<file path="config.mk">
export PLATFORM = sky130hd
export DESIGN_NAME = kme_keypad_editor
export DESIGN_NICKNAME = d
export VERILOG_FILES = /design/src/common/kme_pkg.sv /design/src/design/kme_keypad_editor.sv
export SDC_FILE = /design/constraint.sdc
export NUM_CORES = 1
export LEC_CHECK = 0
export ABC_AREA = 1
export BUFFER_PORTS_ARGS = -buffer_cell sky130_fd_sc_hd__clkbuf_2
export CORE_ASPECT_RATIO = 0.9
export CORE_UTILIZATION = 40
export DETAILED_ROUTE_END_ITERATION = 10
export GPL_TIMING_DRIVEN = 0
export PLACE_DENSITY = 0.53
export SLEW_MARGIN = 40
export SYNTH_ARGS = -nofsm -noshare
export SYNTH_HDL_FRONTEND = slang
export SYNTH_SLANG_ARGS = --single-unit
export TNS_END_PERCENT = 20
</file>
<file path="constraint.sdc">
create_clock -name sys_clk -period 3.37 [get_ports sys_clk]
set_input_delay 0 -clock sys_clk [delete_from_list [all_inputs] [get_ports sys_clk]]
set_output_delay 0 -clock sys_clk [all_outputs]
set_load 0.02 [all_outputs]
</file>
<file path="src/common/kme_pkg.sv">
/*
 * kme_pkg: constants shared by the keypad menu and digit editor.
 * assumes a 40 MHz system clock; long counts are overridable at the top.
 */
package kme_pkg;
   // ------------------------------------------------------------------
   // timing
   // ------------------------------------------------------------------
   localparam int CLK_HZ      = 40_000_000;
   localparam int HOLD_MS     = 1000;  // long hold threshold, ms
   localparam int DEB_MS      = 10;    // key debounce time, ms
   localparam int BLINK_MS    = 500;   // marker blink half period, ms
   localparam int HOLD_CYC    = (CLK_HZ / 1000) * HOLD_MS;
   localparam int DEB_CYC     = (CLK_HZ / 1000) * DEB_MS;
   localparam int BLINK_CYC   = (CLK_HZ / 1000) * BLINK_MS;

   // ------------------------------------------------------------------
   // panel geometry and editing
   // ------------------------------------------------------------------
   localparam int DISP_COLS   = 8;     // characters per line
   localparam int DISP_LINES  = 2;
   localparam int NKEY        = 4;
   localparam int KEY_LEFT    = 0;
   localparam int KEY_RIGHT   = 1;
   localparam int KEY_UP      = 2;
   localparam int KEY_DOWN    = 3;
   localparam int NDIG        = 5;     // editable decimal digits
   localparam int MAX_LEVEL   = 4;     // menu depth
   localparam logic [3:0] DIG_MAX = 4'h9;
   localparam logic [3:0] DIG_MIN = 4'h0;
   localparam logic [7:0] CH_MARK  = 8'h3E;  // '>'
   localparam logic [7:0] CH_SPACE = 8'h20;
   localparam logic [7:0] CH_MINUS = 8'h2D;

   // ------------------------------------------------------------------
   // screens
   // ------------------------------------------------------------------
   typedef enum logic [1:0] {
      SCR_MENU,
      SCR_STATUS,
      SCR_VERSION
   } kme_scr_e;
endpackage

</file>
<file path="src/design/kme_keypad_editor.sv">
/*
 * kme_keypad_editor: four-key operator panel controller with menu
 * navigation and digit-by-digit parameter editing.
 * assumes raw key pins are asynchronous and active high; the menu store
 * supplies the item count and the parameter value, editability and
 * access permission of the selected entry; a display driver renders
 * the screen codes and characters given here.
 */
// Operation
// (RL1) panel has 2x8 character display and four direction keys only
// (RL2) navigation: left press moves up one menu level
// (RL3) left press at top menu shows the status screen
// (RL4) left press on status screen shows version and model
// (RL5) edit: left press moves cursor left, stops at leftmost digit
// (RL6) edit: one second left hold discards edit, leaves edit mode
// (RL7) navigation: right press descends into selected entry submenu
// (RL8) selected entry on first line with blinking marker on left
// (RL9) one second right hold enters edit if editable and permitted
// (RL10) on entering edit the cursor sits under the rightmost digit
// (RL11) edit: right press moves cursor right, stops at rightmost digit
// (RL12) edit: one second right hold commits value, leaves edit mode
// (RL13) navigation: up selects previous item, no effect on first
// (RL14) edit: up increments digit, carries left unless left is maximum
// (RL15) navigation: down selects the next item
// (RL16) a line of minus signs follows the last item of a menu
// (RL17) edit: down decrements digit, borrows left unless left is minimum
// (RL18) keys debounced; short and long never both fire for one press
// (RL19) refused edit stays in navigation with parameter unchanged
module kme_keypad_editor
   import kme_pkg::*;
#(
   parameter int HOLD_CYCLES  = HOLD_CYC,
   parameter int DEB_CYCLES   = DEB_CYC,
   parameter int BLINK_CYCLES = BLINK_CYC
) (
   input  wire logic                 sys_clk,
   input  wire logic                 srst,
   input  wire logic [NKEY-1:0]      key_pin,
   input  wire logic [3:0]           item_count,
   input  wire logic [4*NDIG-1:0]    param_value,
   input  wire logic                 param_editable,
   input  wire logic                 access_ok,
   output logic      [1:0]           screen_q,
   output logic      [1:0]           menu_level_q,
   output logic      [3:0]           menu_item_q,
   output logic      [7:0]           mark_char_q,
   output logic      [7:0]           end_char_q,
   output logic                      edit_mode_q,
   output logic      [2:0]           cursor_q,
   output logic      [4*NDIG-1:0]    edit_value_q,
   output logic                      commit_q,
   output logic                      cancel_q
);
   // ------------------------------------------------------------------
   // helpers
   // ------------------------------------------------------------------
   // one digit step with carry or borrow into the left neighbour
   function automatic logic [4*NDIG-1:0] step_val(
      input logic [4*NDIG-1:0] v,
      input logic [2:0]        pos,
      input logic              up);
      logic [3:0] cur;
      logic [3:0] nxt;
      logic [3:0] lim;
      logic [3:0] wrap;
      step_val = v;
      cur  = v[4*pos +: 4];
      lim  = up ? DIG_MAX : DIG_MIN;
      wrap = up ? DIG_MIN : DIG_MAX;
      nxt  = 4'h0;
      if (cur != lim) begin
         step_val[4*pos +: 4] = up ? cur + 4'h1 : cur - 4'h1;
      end else if (pos < 3'(NDIG - 1)) begin
         nxt = v[4*(pos+1) +: 4];
         if (nxt != lim) begin
            step_val[4*(pos+1) +: 4] = up ? nxt + 4'h1 : nxt - 4'h1;
            step_val[4*pos +: 4] = wrap;
         end
      end
   endfunction

   // ------------------------------------------------------------------
   // key synchronisers and debounce
   // ------------------------------------------------------------------
   logic [NKEY-1:0] meta_q;
   logic [NKEY-1:0] sync_q;
   logic [NKEY-1:0] stable_q;
   logic [18:0]     deb_cnt_q [NKEY];

   // two flip-flops per key pin
   always_ff @(posedge sys_clk) begin
      if (srst) begin
         meta_q <= '0;
         sync_q <= '0;
      end else begin
         meta_q <= key_pin;
         sync_q <= meta_q;
      end
   end

   // accept a new level after it holds for the debounce time
   always_ff @(posedge sys_clk) begin
      if (srst) begin
         stable_q <= '0;
         for (int k = 0; k < NKEY; k++) deb_cnt_q[k] <= '0;
      end else begin
         for (int k = 0; k < NKEY; k++) begin
            if (sync_q[k] == stable_q[k]) begin
               deb_cnt_q[k] <= '0;
            end else if (deb_cnt_q[k] == 19'(DEB_CYCLES - 1)) begin
               deb_cnt_q[k] <= '0;
               stable_q[k]  <= sync_q[k];       // [RL18]
            end else begin
               deb_cnt_q[k] <= deb_cnt_q[k] + 19'h0_0001;
            end
         end
      end
   end

   // ------------------------------------------------------------------
   // short and long press detection
   // ------------------------------------------------------------------
   logic [NKEY-1:0] prev_q;
   logic [25:0]     hold_cnt_q [2];
   logic [1:0]      long_done_q;
   logic            sh_l, sh_r, lg_l, lg_r, pr_u, pr_d;

   always_ff @(posedge sys_clk) begin
      if (srst) begin
         prev_q      <= '0;
         long_done_q <= '0;
         for (int k = 0; k < 2; k++) hold_cnt_q[k] <= '0;
      end else begin
         prev_q <= stable_q;
         for (int k = 0; k < 2; k++) begin
            if (!stable_q[k]) begin
               hold_cnt_q[k]  <= '0;
               long_done_q[k] <= 1'b0;
            end else if (!long_done_q[k]) begin
               if (hold_cnt_q[k] == 26'(HOLD_CYCLES - 1)) begin
                  long_done_q[k] <= 1'b1;       // [RL18]
               end
               hold_cnt_q[k] <= hold_cnt_q[k] + 26'h000_0001;
            end
         end
      end
   end

   // left/right act on release unless the hold already fired
   assign sh_l = prev_q[KEY_LEFT] & ~stable_q[KEY_LEFT]
                 & ~long_done_q[KEY_LEFT];           // [RL18]
   assign sh_r = prev_q[KEY_RIGHT] & ~stable_q[KEY_RIGHT]
                 & ~long_done_q[KEY_RIGHT];
   assign lg_l = stable_q[KEY_LEFT] & ~long_done_q[KEY_LEFT]
                 & (hold_cnt_q[KEY_LEFT] == 26'(HOLD_CYCLES - 1));
   assign lg_r = stable_q[KEY_RIGHT] & ~long_done_q[KEY_RIGHT]
                 & (hold_cnt_q[KEY_RIGHT] == 26'(HOLD_CYCLES - 1));
   assign pr_u = stable_q[KEY_UP] & ~prev_q[KEY_UP];
   assign pr_d = stable_q[KEY_DOWN] & ~prev_q[KEY_DOWN];

   // ------------------------------------------------------------------
   // navigation
   // ------------------------------------------------------------------
   kme_scr_e scr_q;

   // screens, menu level and selected item; frozen during editing
   always_ff @(posedge sys_clk) begin
      if (srst) begin
         scr_q        <= SCR_MENU;
         menu_level_q <= '0;
         menu_item_q  <= '0;
      end else if (!edit_mode_q) begin
         case (scr_q)
            SCR_MENU: begin
               if (sh_l && menu_level_q == 2'h0) begin
                  scr_q <= SCR_STATUS;                      // [RL3]
               end else if (sh_l) begin
                  menu_level_q <= menu_level_q - 2'h1;      // [RL2]
                  menu_item_q  <= '0;
               end else if (sh_r &&
                            menu_level_q != 2'(MAX_LEVEL - 1)) begin
                  menu_level_q <= menu_level_q + 2'h1;      // [RL7]
                  menu_item_q  <= '0;
               end else if (pr_u && menu_item_q != 4'h0) begin
                  menu_item_q <= menu_item_q - 4'h1;        // [RL13]
               end else if (pr_d && menu_item_q + 4'h1 < item_count) begin
                  menu_item_q <= menu_item_q + 4'h1;        // [RL15]
               end
            end
            SCR_STATUS: begin
               if (sh_l) scr_q <= SCR_VERSION;              // [RL4]
               else if (sh_r) scr_q <= SCR_MENU;
            end
            SCR_VERSION: begin
               if (sh_r) scr_q <= SCR_STATUS;
            end
            default: scr_q <= SCR_MENU;
         endcase
      end
   end

   assign screen_q = scr_q;

   // ------------------------------------------------------------------
   // edit mode, cursor and value
   // ------------------------------------------------------------------
   logic enter_ok;
   assign enter_ok = scr_q == SCR_MENU && param_editable && access_ok;

   always_ff @(posedge sys_clk) begin
      if (srst) begin
         edit_mode_q  <= 1'b0;
         cursor_q     <= '0;
         edit_value_q <= '0;
         commit_q     <= 1'b0;
         cancel_q     <= 1'b0;
      end else begin
         commit_q <= 1'b0;
         cancel_q <= 1'b0;
         if (!edit_mode_q) begin
            if (lg_r && enter_ok) begin                     // [RL9] [RL19]
               edit_mode_q  <= 1'b1;
               cursor_q     <= '0;                          // [RL10]
               edit_value_q <= param_value;
            end
         end else if (lg_l) begin
            edit_mode_q <= 1'b0;                            // [RL6]
            cancel_q    <= 1'b1;
         end else if (lg_r) begin
            edit_mode_q <= 1'b0;                            // [RL12]
            commit_q    <= 1'b1;
         end else if (sh_l && cursor_q != 3'(NDIG - 1)) begin
            cursor_q <= cursor_q + 3'h1;                    // [RL5]
         end else if (sh_r && cursor_q != 3'h0) begin
            cursor_q <= cursor_q - 3'h1;                    // [RL11]
         end else if (pr_u) begin
            edit_value_q <= step_val(edit_value_q, cursor_q, 1'b1); // [RL14]
         end else if (pr_d) begin
            edit_value_q <= step_val(edit_value_q, cursor_q, 1'b0); // [RL17]
         end
      end
   end

   // ------------------------------------------------------------------
   // display characters
   // ------------------------------------------------------------------
   logic [24:0] blink_cnt_q;
   logic        blink_q;

   // blink phase for the selection marker
   always_ff @(posedge sys_clk) begin
      if (srst) begin
         blink_cnt_q <= '0;
         blink_q     <= 1'b1;
      end else if (blink_cnt_q == 25'(BLINK_CYCLES - 1)) begin
         blink_cnt_q <= '0;
         blink_q     <= ~blink_q;
      end else begin
         blink_cnt_q <= blink_cnt_q + 25'h000_0001;
      end
   end

   // first column of line one and fill of line two
   always_ff @(posedge sys_clk) begin
      if (srst) begin
         mark_char_q <= CH_SPACE;
         end_char_q  <= CH_SPACE;
      end else begin
         mark_char_q <= (scr_q == SCR_MENU && blink_q)
                        ? CH_MARK : CH_SPACE;               // [RL8] [RL1]
         end_char_q  <= (scr_q == SCR_MENU &&
                         menu_item_q + 4'h1 >= item_count)
                        ? CH_MINUS : CH_SPACE;              // [RL16]
      end
   end
endmodule

</file>
## Word level (Yosys, flattened, before mapping)

Memories as Yosys holds them, arrays and structs flattened.
Cells that the tools add are included.

| storage, ports and cells | value |
|---|---|
| flip-flop bits (word level) | 94 |
| bits in writable memories | 128 |
| bits of input ports | 32 |
| output and inout port bits | 50 |
| logic and storage cells | 284 |
| memories | 2 |

| cells by class | value |
|---|---|
| add/sub/neg operators | 20 |
| order comparisons | 3 |
| equality and inequality tests | 30 |
| shifts and indexed selects | 10 |
| muxes and demuxes | 125 |
| bitwise logic cells | 39 |
| reductions and logical operators | 34 |

Memory list:

| memory | words | width | rd ports | clocked after memory_dff | wr ports | RTL line | source |
|---|---|---|---|---|---|---|---|
| deb_cnt_q | 4 | 19 | 4 | 0 | 4 | kme_keypad_editor.sv:88 | `logic [18:0] deb_cnt_q [NKEY];` |
| hold_cnt_q | 2 | 26 | 2 | 0 | 2 | kme_keypad_editor.sv:124 | `logic [25:0] hold_cnt_q [2];` |

Operator list:

| operator | number |
|---|---|
| $mux 20 | 14 |
| $mux 19 | 12 |
| $shiftx 4x34->20 | 4 |
| $bwmux 20 | 6 |
| $mux 26 | 4 |
| $add 19x1->19 const B | 4 |
| $eq 19x19->1 const B | 4 |
| $mux 1 | 70 |
| $shift 4x34->20 const A | 2 |
| $shiftx 4x34->20 const A | 2 |
| $add 26x1->26 const B | 2 |
| $eq 26x26->1 const B | 2 |
| $neg 5->34 | 1 |
| $neg 6->34 | 1 |
| $shiftx 20x33->4 | 1 |
| $add 25x1->25 const B | 1 |
| $eq 25x25->1 const B | 1 |
| $mux 4 | 5 |
| $shiftx 20x6->4 | 1 |
| $mux 3 | 6 |
| $or 1x1->1 | 16 |
| $reduce_and 4->1 | 4 |
| $reduce_bool 4->1 | 4 |
| $ne 2x2->1 const B | 7 |
| 31 further kinds | 87 |

## Longest topological paths before layout

| logic depth | value |
|---|---|
| depth after elaboration | 16 |
| gate-level depth with buffers | 21 |
| gate-level depth less buffers | 18 |

## Worst setup path after synthesis

No wires, ideal clock.

| timing path | value |
|---|---|
| path kind | register to register |
| start | register cursor_q[0] |
| end | register edit_value_q[9] |
| setup time | 0.058 ns |
| arrival time | 3.116 ns |
| data required time | 3.312 ns |
| slack | 0.196 ns |
| stages on the path, launching flop included | 21 |
| buffers on the path | 3 |
| period minus slack after synthesis | 3.174 ns |
| cell sequence | dfxtp_1 inv_2 buf_6 buf_6 clkbuf_1 ha_1 inv_1 nand2_1 nor2_2 ha_1 nand2_1 nor2_1 inv_1 nor2_2 nand2_1 nor2_1 inv_1 o21ai_0 nand2_1 nand3_1 o21a_1 |

| between the ends | value |
|---|---|
| word-level cells in the longest chain between the ends | 16 |
| elaborated cells on any way between the ends | 52 |
| those cells by class | add/sub (7); order compare (1); eq/ne (9); shift (10); mux (19); reduce/logical (6) |

RTL lines:

| element | RTL line | source |
|---|---|---|
| from (decl) | kme_keypad_editor.sv:49 | `output logic [2:0] cursor_q,` |
| from (signal assigned) | kme_keypad_editor.sv:233 | `cursor_q <= cursor_q + 3'h1;` |
| from (signal assigned) | kme_keypad_editor.sv:235 | `cursor_q <= cursor_q - 3'h1;` |
| $add 3x1->4 | kme_keypad_editor.sv:74, kme_keypad_editor.sv:76 |  |
| $shiftx 20x33->4 | kme_keypad_editor.sv:74 | `nxt = v[4*(pos+1) +: 4];` |
| $sub 4x1->4 | kme_keypad_editor.sv:76 | `step_val[4*(pos+1) +: 4] = up ? nxt + 4'h1 : nxt - 4'h1;` |
| $shiftx 4x34->20 | kme_keypad_editor.sv:76 |  |
| $bwmux 20 | kme_keypad_editor.sv:76 |  |
| $bwmux 20 | kme_keypad_editor.sv:77 | `step_val[4*pos +: 4] = wrap;` |
| $mux 20 | kme_keypad_editor.sv:75 | `if (nxt != lim) begin` |
| $mux 20 | kme_keypad_editor.sv:73 | `end else if (pos < 3'(NDIG - 1)) begin` |
| $mux 20 | kme_keypad_editor.sv:71 | `if (cur != lim) begin` |
| $mux 20 | kme_keypad_editor.sv:238 | `end else if (pr_d) begin` |
| $mux 20 | kme_keypad_editor.sv:236 | `end else if (pr_u) begin` |
| $mux 20 | kme_keypad_editor.sv:234 | `end else if (sh_r && cursor_q != 3'h0) begin` |
| $mux 20 | kme_keypad_editor.sv:232 | `end else if (sh_l && cursor_q != 3'(NDIG - 1)) begin` |
| $mux 20 | kme_keypad_editor.sv:229 | `end else if (lg_r) begin` |
| $mux 20 | kme_keypad_editor.sv:226 | `end else if (lg_l) begin` |
| $mux 20 | kme_keypad_editor.sv:220 | `if (!edit_mode_q) begin` |
| to (signal assigned) | kme_keypad_editor.sv:224 | `edit_value_q <= param_value;` |
| to (signal assigned) | kme_keypad_editor.sv:237 | `edit_value_q <= step_val(edit_value_q, cursor_q, 1'b1);` |
| to (signal assigned) | kme_keypad_editor.sv:239 | `edit_value_q <= step_val(edit_value_q, cursor_q, 1'b0);` |
| to (decl) | kme_keypad_editor.sv:50 | `output logic [4*NDIG-1:0] edit_value_q,` |

Parallel ways exist; a longest one is shown, timed or not. The select of a mux whose other input is x is not followed.
A chain may end at the register's enable or synchronous reset.

## Worst setup path after layout

| timing path | value |
|---|---|
| start | register cursor_q[0] |
| end | register edit_value_q[13] |

Same word-level chain as after synthesis.

==> reports/metrics.cfg <==
[synth]
ys_ff_latch=208
synth_area_per_cell_um2=7.40
yosys.area.top_type=edfxtp_1
synthTopCellsByArea=edfxtp_1, dfxtp_1, nand2_1, nor2_1, inv_1
async_flop_share_pct=0
yosysSeqAreaShare_pct=41.4
mappedNetlistArea_um2=13200
ys_types=55
yosysTopAreaCellShare_pct=29.2
synthFlopType=edfxtp_1
syn_inst=1779
ys_warn_count=0
synth_edf_count=128

[cts]
path_clk_slew_ns=0.06
worstSkewPairLatency_ns=0.54
cts_tree=done
cts.sinks=208
cts_inserted_buffers=25
cts_max_path_buffers=3
htreeDepth=1
root_buffer=clkbuf_16

[cells_and_area]
fillers=3321
fin_cells=2423
post_route_cells_drive_above_1_share_pct=10.5
num-nets-final=2052
finalCoreUtilization_pct=48.4
diodes=0
areaGrowthSynthToFinish_pct=18.1

[placed_design]
hpwlAfterDp_mm=27.6
place_congestion=1.00
portBuffers=72
dpl_worst_slack_ns=-0.659
dp.cells=2350

[routing]
num_vias=12200
drc=7
drt_iter0_drc=977
first_pass_iters=9
wl_per_cell_um=14.9
ant_nets=0
routed_wl_mm=36.2
viasPerCell=5.04

[grt]
grt_first_pass_wirelength_mm=58.0
grt_start_max_net_pins=27
antenna_found_initial=0
grt_usage_pct=21.7
grt_pass1_vias=11100
overflow=0

[floorplanning]
core_um2=32100
die_w_um=193
dieHeight_um=174
dieArea_um2=33600
rows=62
start_util_pct=41.0
io_pins=82

[sta]
fmax_ghz=0.311
fin_crit_sh_pct=95.3
finalMaxSlewViolations=0
relSlewSlack_pct=42.6
hold_viol=0
fin_skew_ns=0.0185
finalSetupTns_ns=0
setup_viol=0
fin_crit_ns=3.21
rsz0062_at_grt=yes
tightest_slew_ns=0.858
fin_ws_ns=0.160

[worst_hold_path]
hold_depth=6
worstHoldPathType=in -> reg

[critical_path]
cp-end-kind=flop
crit_path_start_kind=flop
arrival_ns=3.69
critical_path_class=reg -> reg
worstPathRequired_ns=3.85
reg2regPathDepth=18
cp_max_fo=13

[flow_run]
max-cap-violations=0

[power_and_ir_drop]
worst_ir_drop_vdd_uv=400
powerDensity_nw_per_um2=377
p_leak_nw=6.38

[outcome]
failed_checks=DRC
status=finished with violations

==> power by group <==
group / switching [mW] / internal, mW / leakage (nW)
clock: 1.11 / 1.74 / 0.423
combinational: 0.143 / 0.0936 / 3.88
sequential: 0.0445 / 2.74 / 2.07
==> routing by layer <==
layer | vias up | routed length [um] | global-route usage, %
li1 | 6256 | - | -
met1 | 5608 | 18300 | 33.2
met2 | 295 | 15200 | 32.4
met3 | 50 | 1870 | 2.10
met4 | 0 | 790 | 5.24
met5 | - | 0 | 0
==> cells by family (layout without fill, tap and decap cells) <==
kind of cell | Yosys count | after routing | synth area share (%)
and+or+nand+nor | 967 | 967 | 33.6
buffers and inverters | 298 | 443 | 9.31
AOI/OAI and AO/OA | 229 | 229 | 9.69
DFF | 208 | 208 | 41.4
xor gates and xnor gates | 43 | 43 | 2.92
adders and majority gates | 32 | 32 | 3.10
other | 2 | 85 | 0.0571
==> area by class of cell <==
cell class | instances | area, um^2 | area share (%)
multi-input cells | 1356 | 6840 | 44.0
repair buffers | 99 | 626 | 4.02
inverters | 249 | 937 | 6.03
clock buffers | 35 | 724 | 4.66
plain buffers | 49 | 299 | 1.92
flip-flops and latches | 208 | 5450 | 35.1
clock inverters | 11 | 151 | 0.974
well taps | 416 | 520 | 3.35
==> Yosys cell counts, types with 4 or more instances <==
| cell | count |
|---|---|
| clkbuf_1 | 20 |
| inv_2 | 10 |
| and3_1 | 5 |
| nor3_1 | 77 |
| a22oi_1 | 4 |
| nor2_2 | 10 |
| nand3_1 | 149 |
| nand2_2 | 7 |
| or2_2 | 6 |
| a211oi_1 | 9 |
| nor4_1 | 15 |
| buf_6 | 5 |
| inv_1 | 236 |
| a21oi_1 | 98 |
| nor3b_1 | 18 |
| xor2_1 | 30 |
| nor3_2 | 4 |
| edfxtp_1 | 128 |
| buf_2 | 5 |
| o21a_1 | 16 |
| o21ai_0 | 63 |
| o21ai_1 | 14 |
| nor2_1 | 260 |
| ha_1 | 31 |
| dfxtp_1 | 80 |
| o22ai_1 | 6 |
| buf_4 | 16 |
| nand2_1 | 345 |
| nor2_4 | 5 |
| nand3_2 | 7 |
| xnor2_1 | 12 |
| nand4_1 | 49 |
| nand3_4 | 4 |
| a31oi_1 | 5 |
==> per-stage QoR <==
| step | instance area [um^2] | hold slack [ns] | power, mW |
|---|---|---|---|
| after floorplan | 13500 | 0.0955 | 2.97 |
| after global placement | 14400 | 0.197 | 3.05 |
| after detailed placement | 14400 | 0.199 | 3.05 |
| after CTS | 15500 | 0.136 | 5.95 |
| after global routing | 15500 | 0.204 | 6.08 |
| final | 15500 | 0.132 | 5.87 |
==> sequential cells by signal, indices dropped and copies added (netlist names), 2 cells and up <==
| name | flops |
|---|---|
| cursor_q | 3 |
| stable_q | 4 |
| prev_q | 4 |
| screen_q | 2 |
| menu_level_q | 2 |
| deb_cnt_q | 76 |
| hold_cnt_q | 52 |
| menu_item_q | 4 |
| sync_q | 4 |
| edit_value_q | 20 |
| long_done_q | 2 |
| meta_q | 4 |
| blink_cnt_q | 25 |
==> critical path: stages, from the launching register on <==
cell	delay (ns)
dfxtp_4	0.38
inv_2	0.05
buf_6	0.14
buf_6	0.15
clkbuf_8	0.19
ha_4	0.31
inv_1	0.11
nand2_1	0.12
nor2_2	0.06
ha_1	0.34
nand2_1	0.12
nor2_2	0.17
nand3_1	0.18
nor2_1	0.19
inv_1	0.06
o21ai_0	0.24
nand2_1	0.08
nand3_1	0.14
o21a_1	0.12
==> layout by cell type (no fill, tap or decap), types with 6 or more instances in the layout <==
cell / n
nand2_1: 342
nor2_1: 257
inv_1: 236
nand3_1: 147
edfxtp_1: 128
a21oi_1: 98
conb_1: 85
dfxtp_1: 79
nor3_1: 77
clkbuf_2: 73
o21ai_0: 61
nand4_1: 49
xor2_1: 30
ha_1: 30
clkbuf_16: 26
dlygate4sd3_1: 25
clkbuf_1: 23
buf_4: 18
nor3b_1: 18
o21ai_1: 16
o21a_1: 16
nor4_1: 15
nor2_2: 13
xnor2_1: 12
inv_2: 10
nand2_2: 10
nand3_2: 9
a211oi_1: 9
o22ai_1: 6
or2_2: 6
==> path summary, 6_finish.rpt <==
check	startpoint	end	slack [ns]
max	cursor_q[0]$_SDFFE_PP0P_	edit_value_q[13]$_SDFFE_PP0P_	0.16
min	item_count[0]	end_char_q[2]$_SDFF_PP0_	0.13
max reg2reg	cursor_q[0]$_SDFFE_PP0P_	edit_value_q[13]$_SDFFE_PP0P_	0.16
min reg2reg	meta_q[0]$_SDFF_PP0_	sync_q[0]$_SDFF_PP0_	0.40
==> repair_timing <==
action	in CTS	in global routing
hold buffers	25	0
setup endpoints to repair	20	14
buffers inserted	0	2
gates resized for setup	8	9
pin swaps	0	1
hold endpoints to repair	28	0
Note: power is estimated with default switching activity, not from simulation.
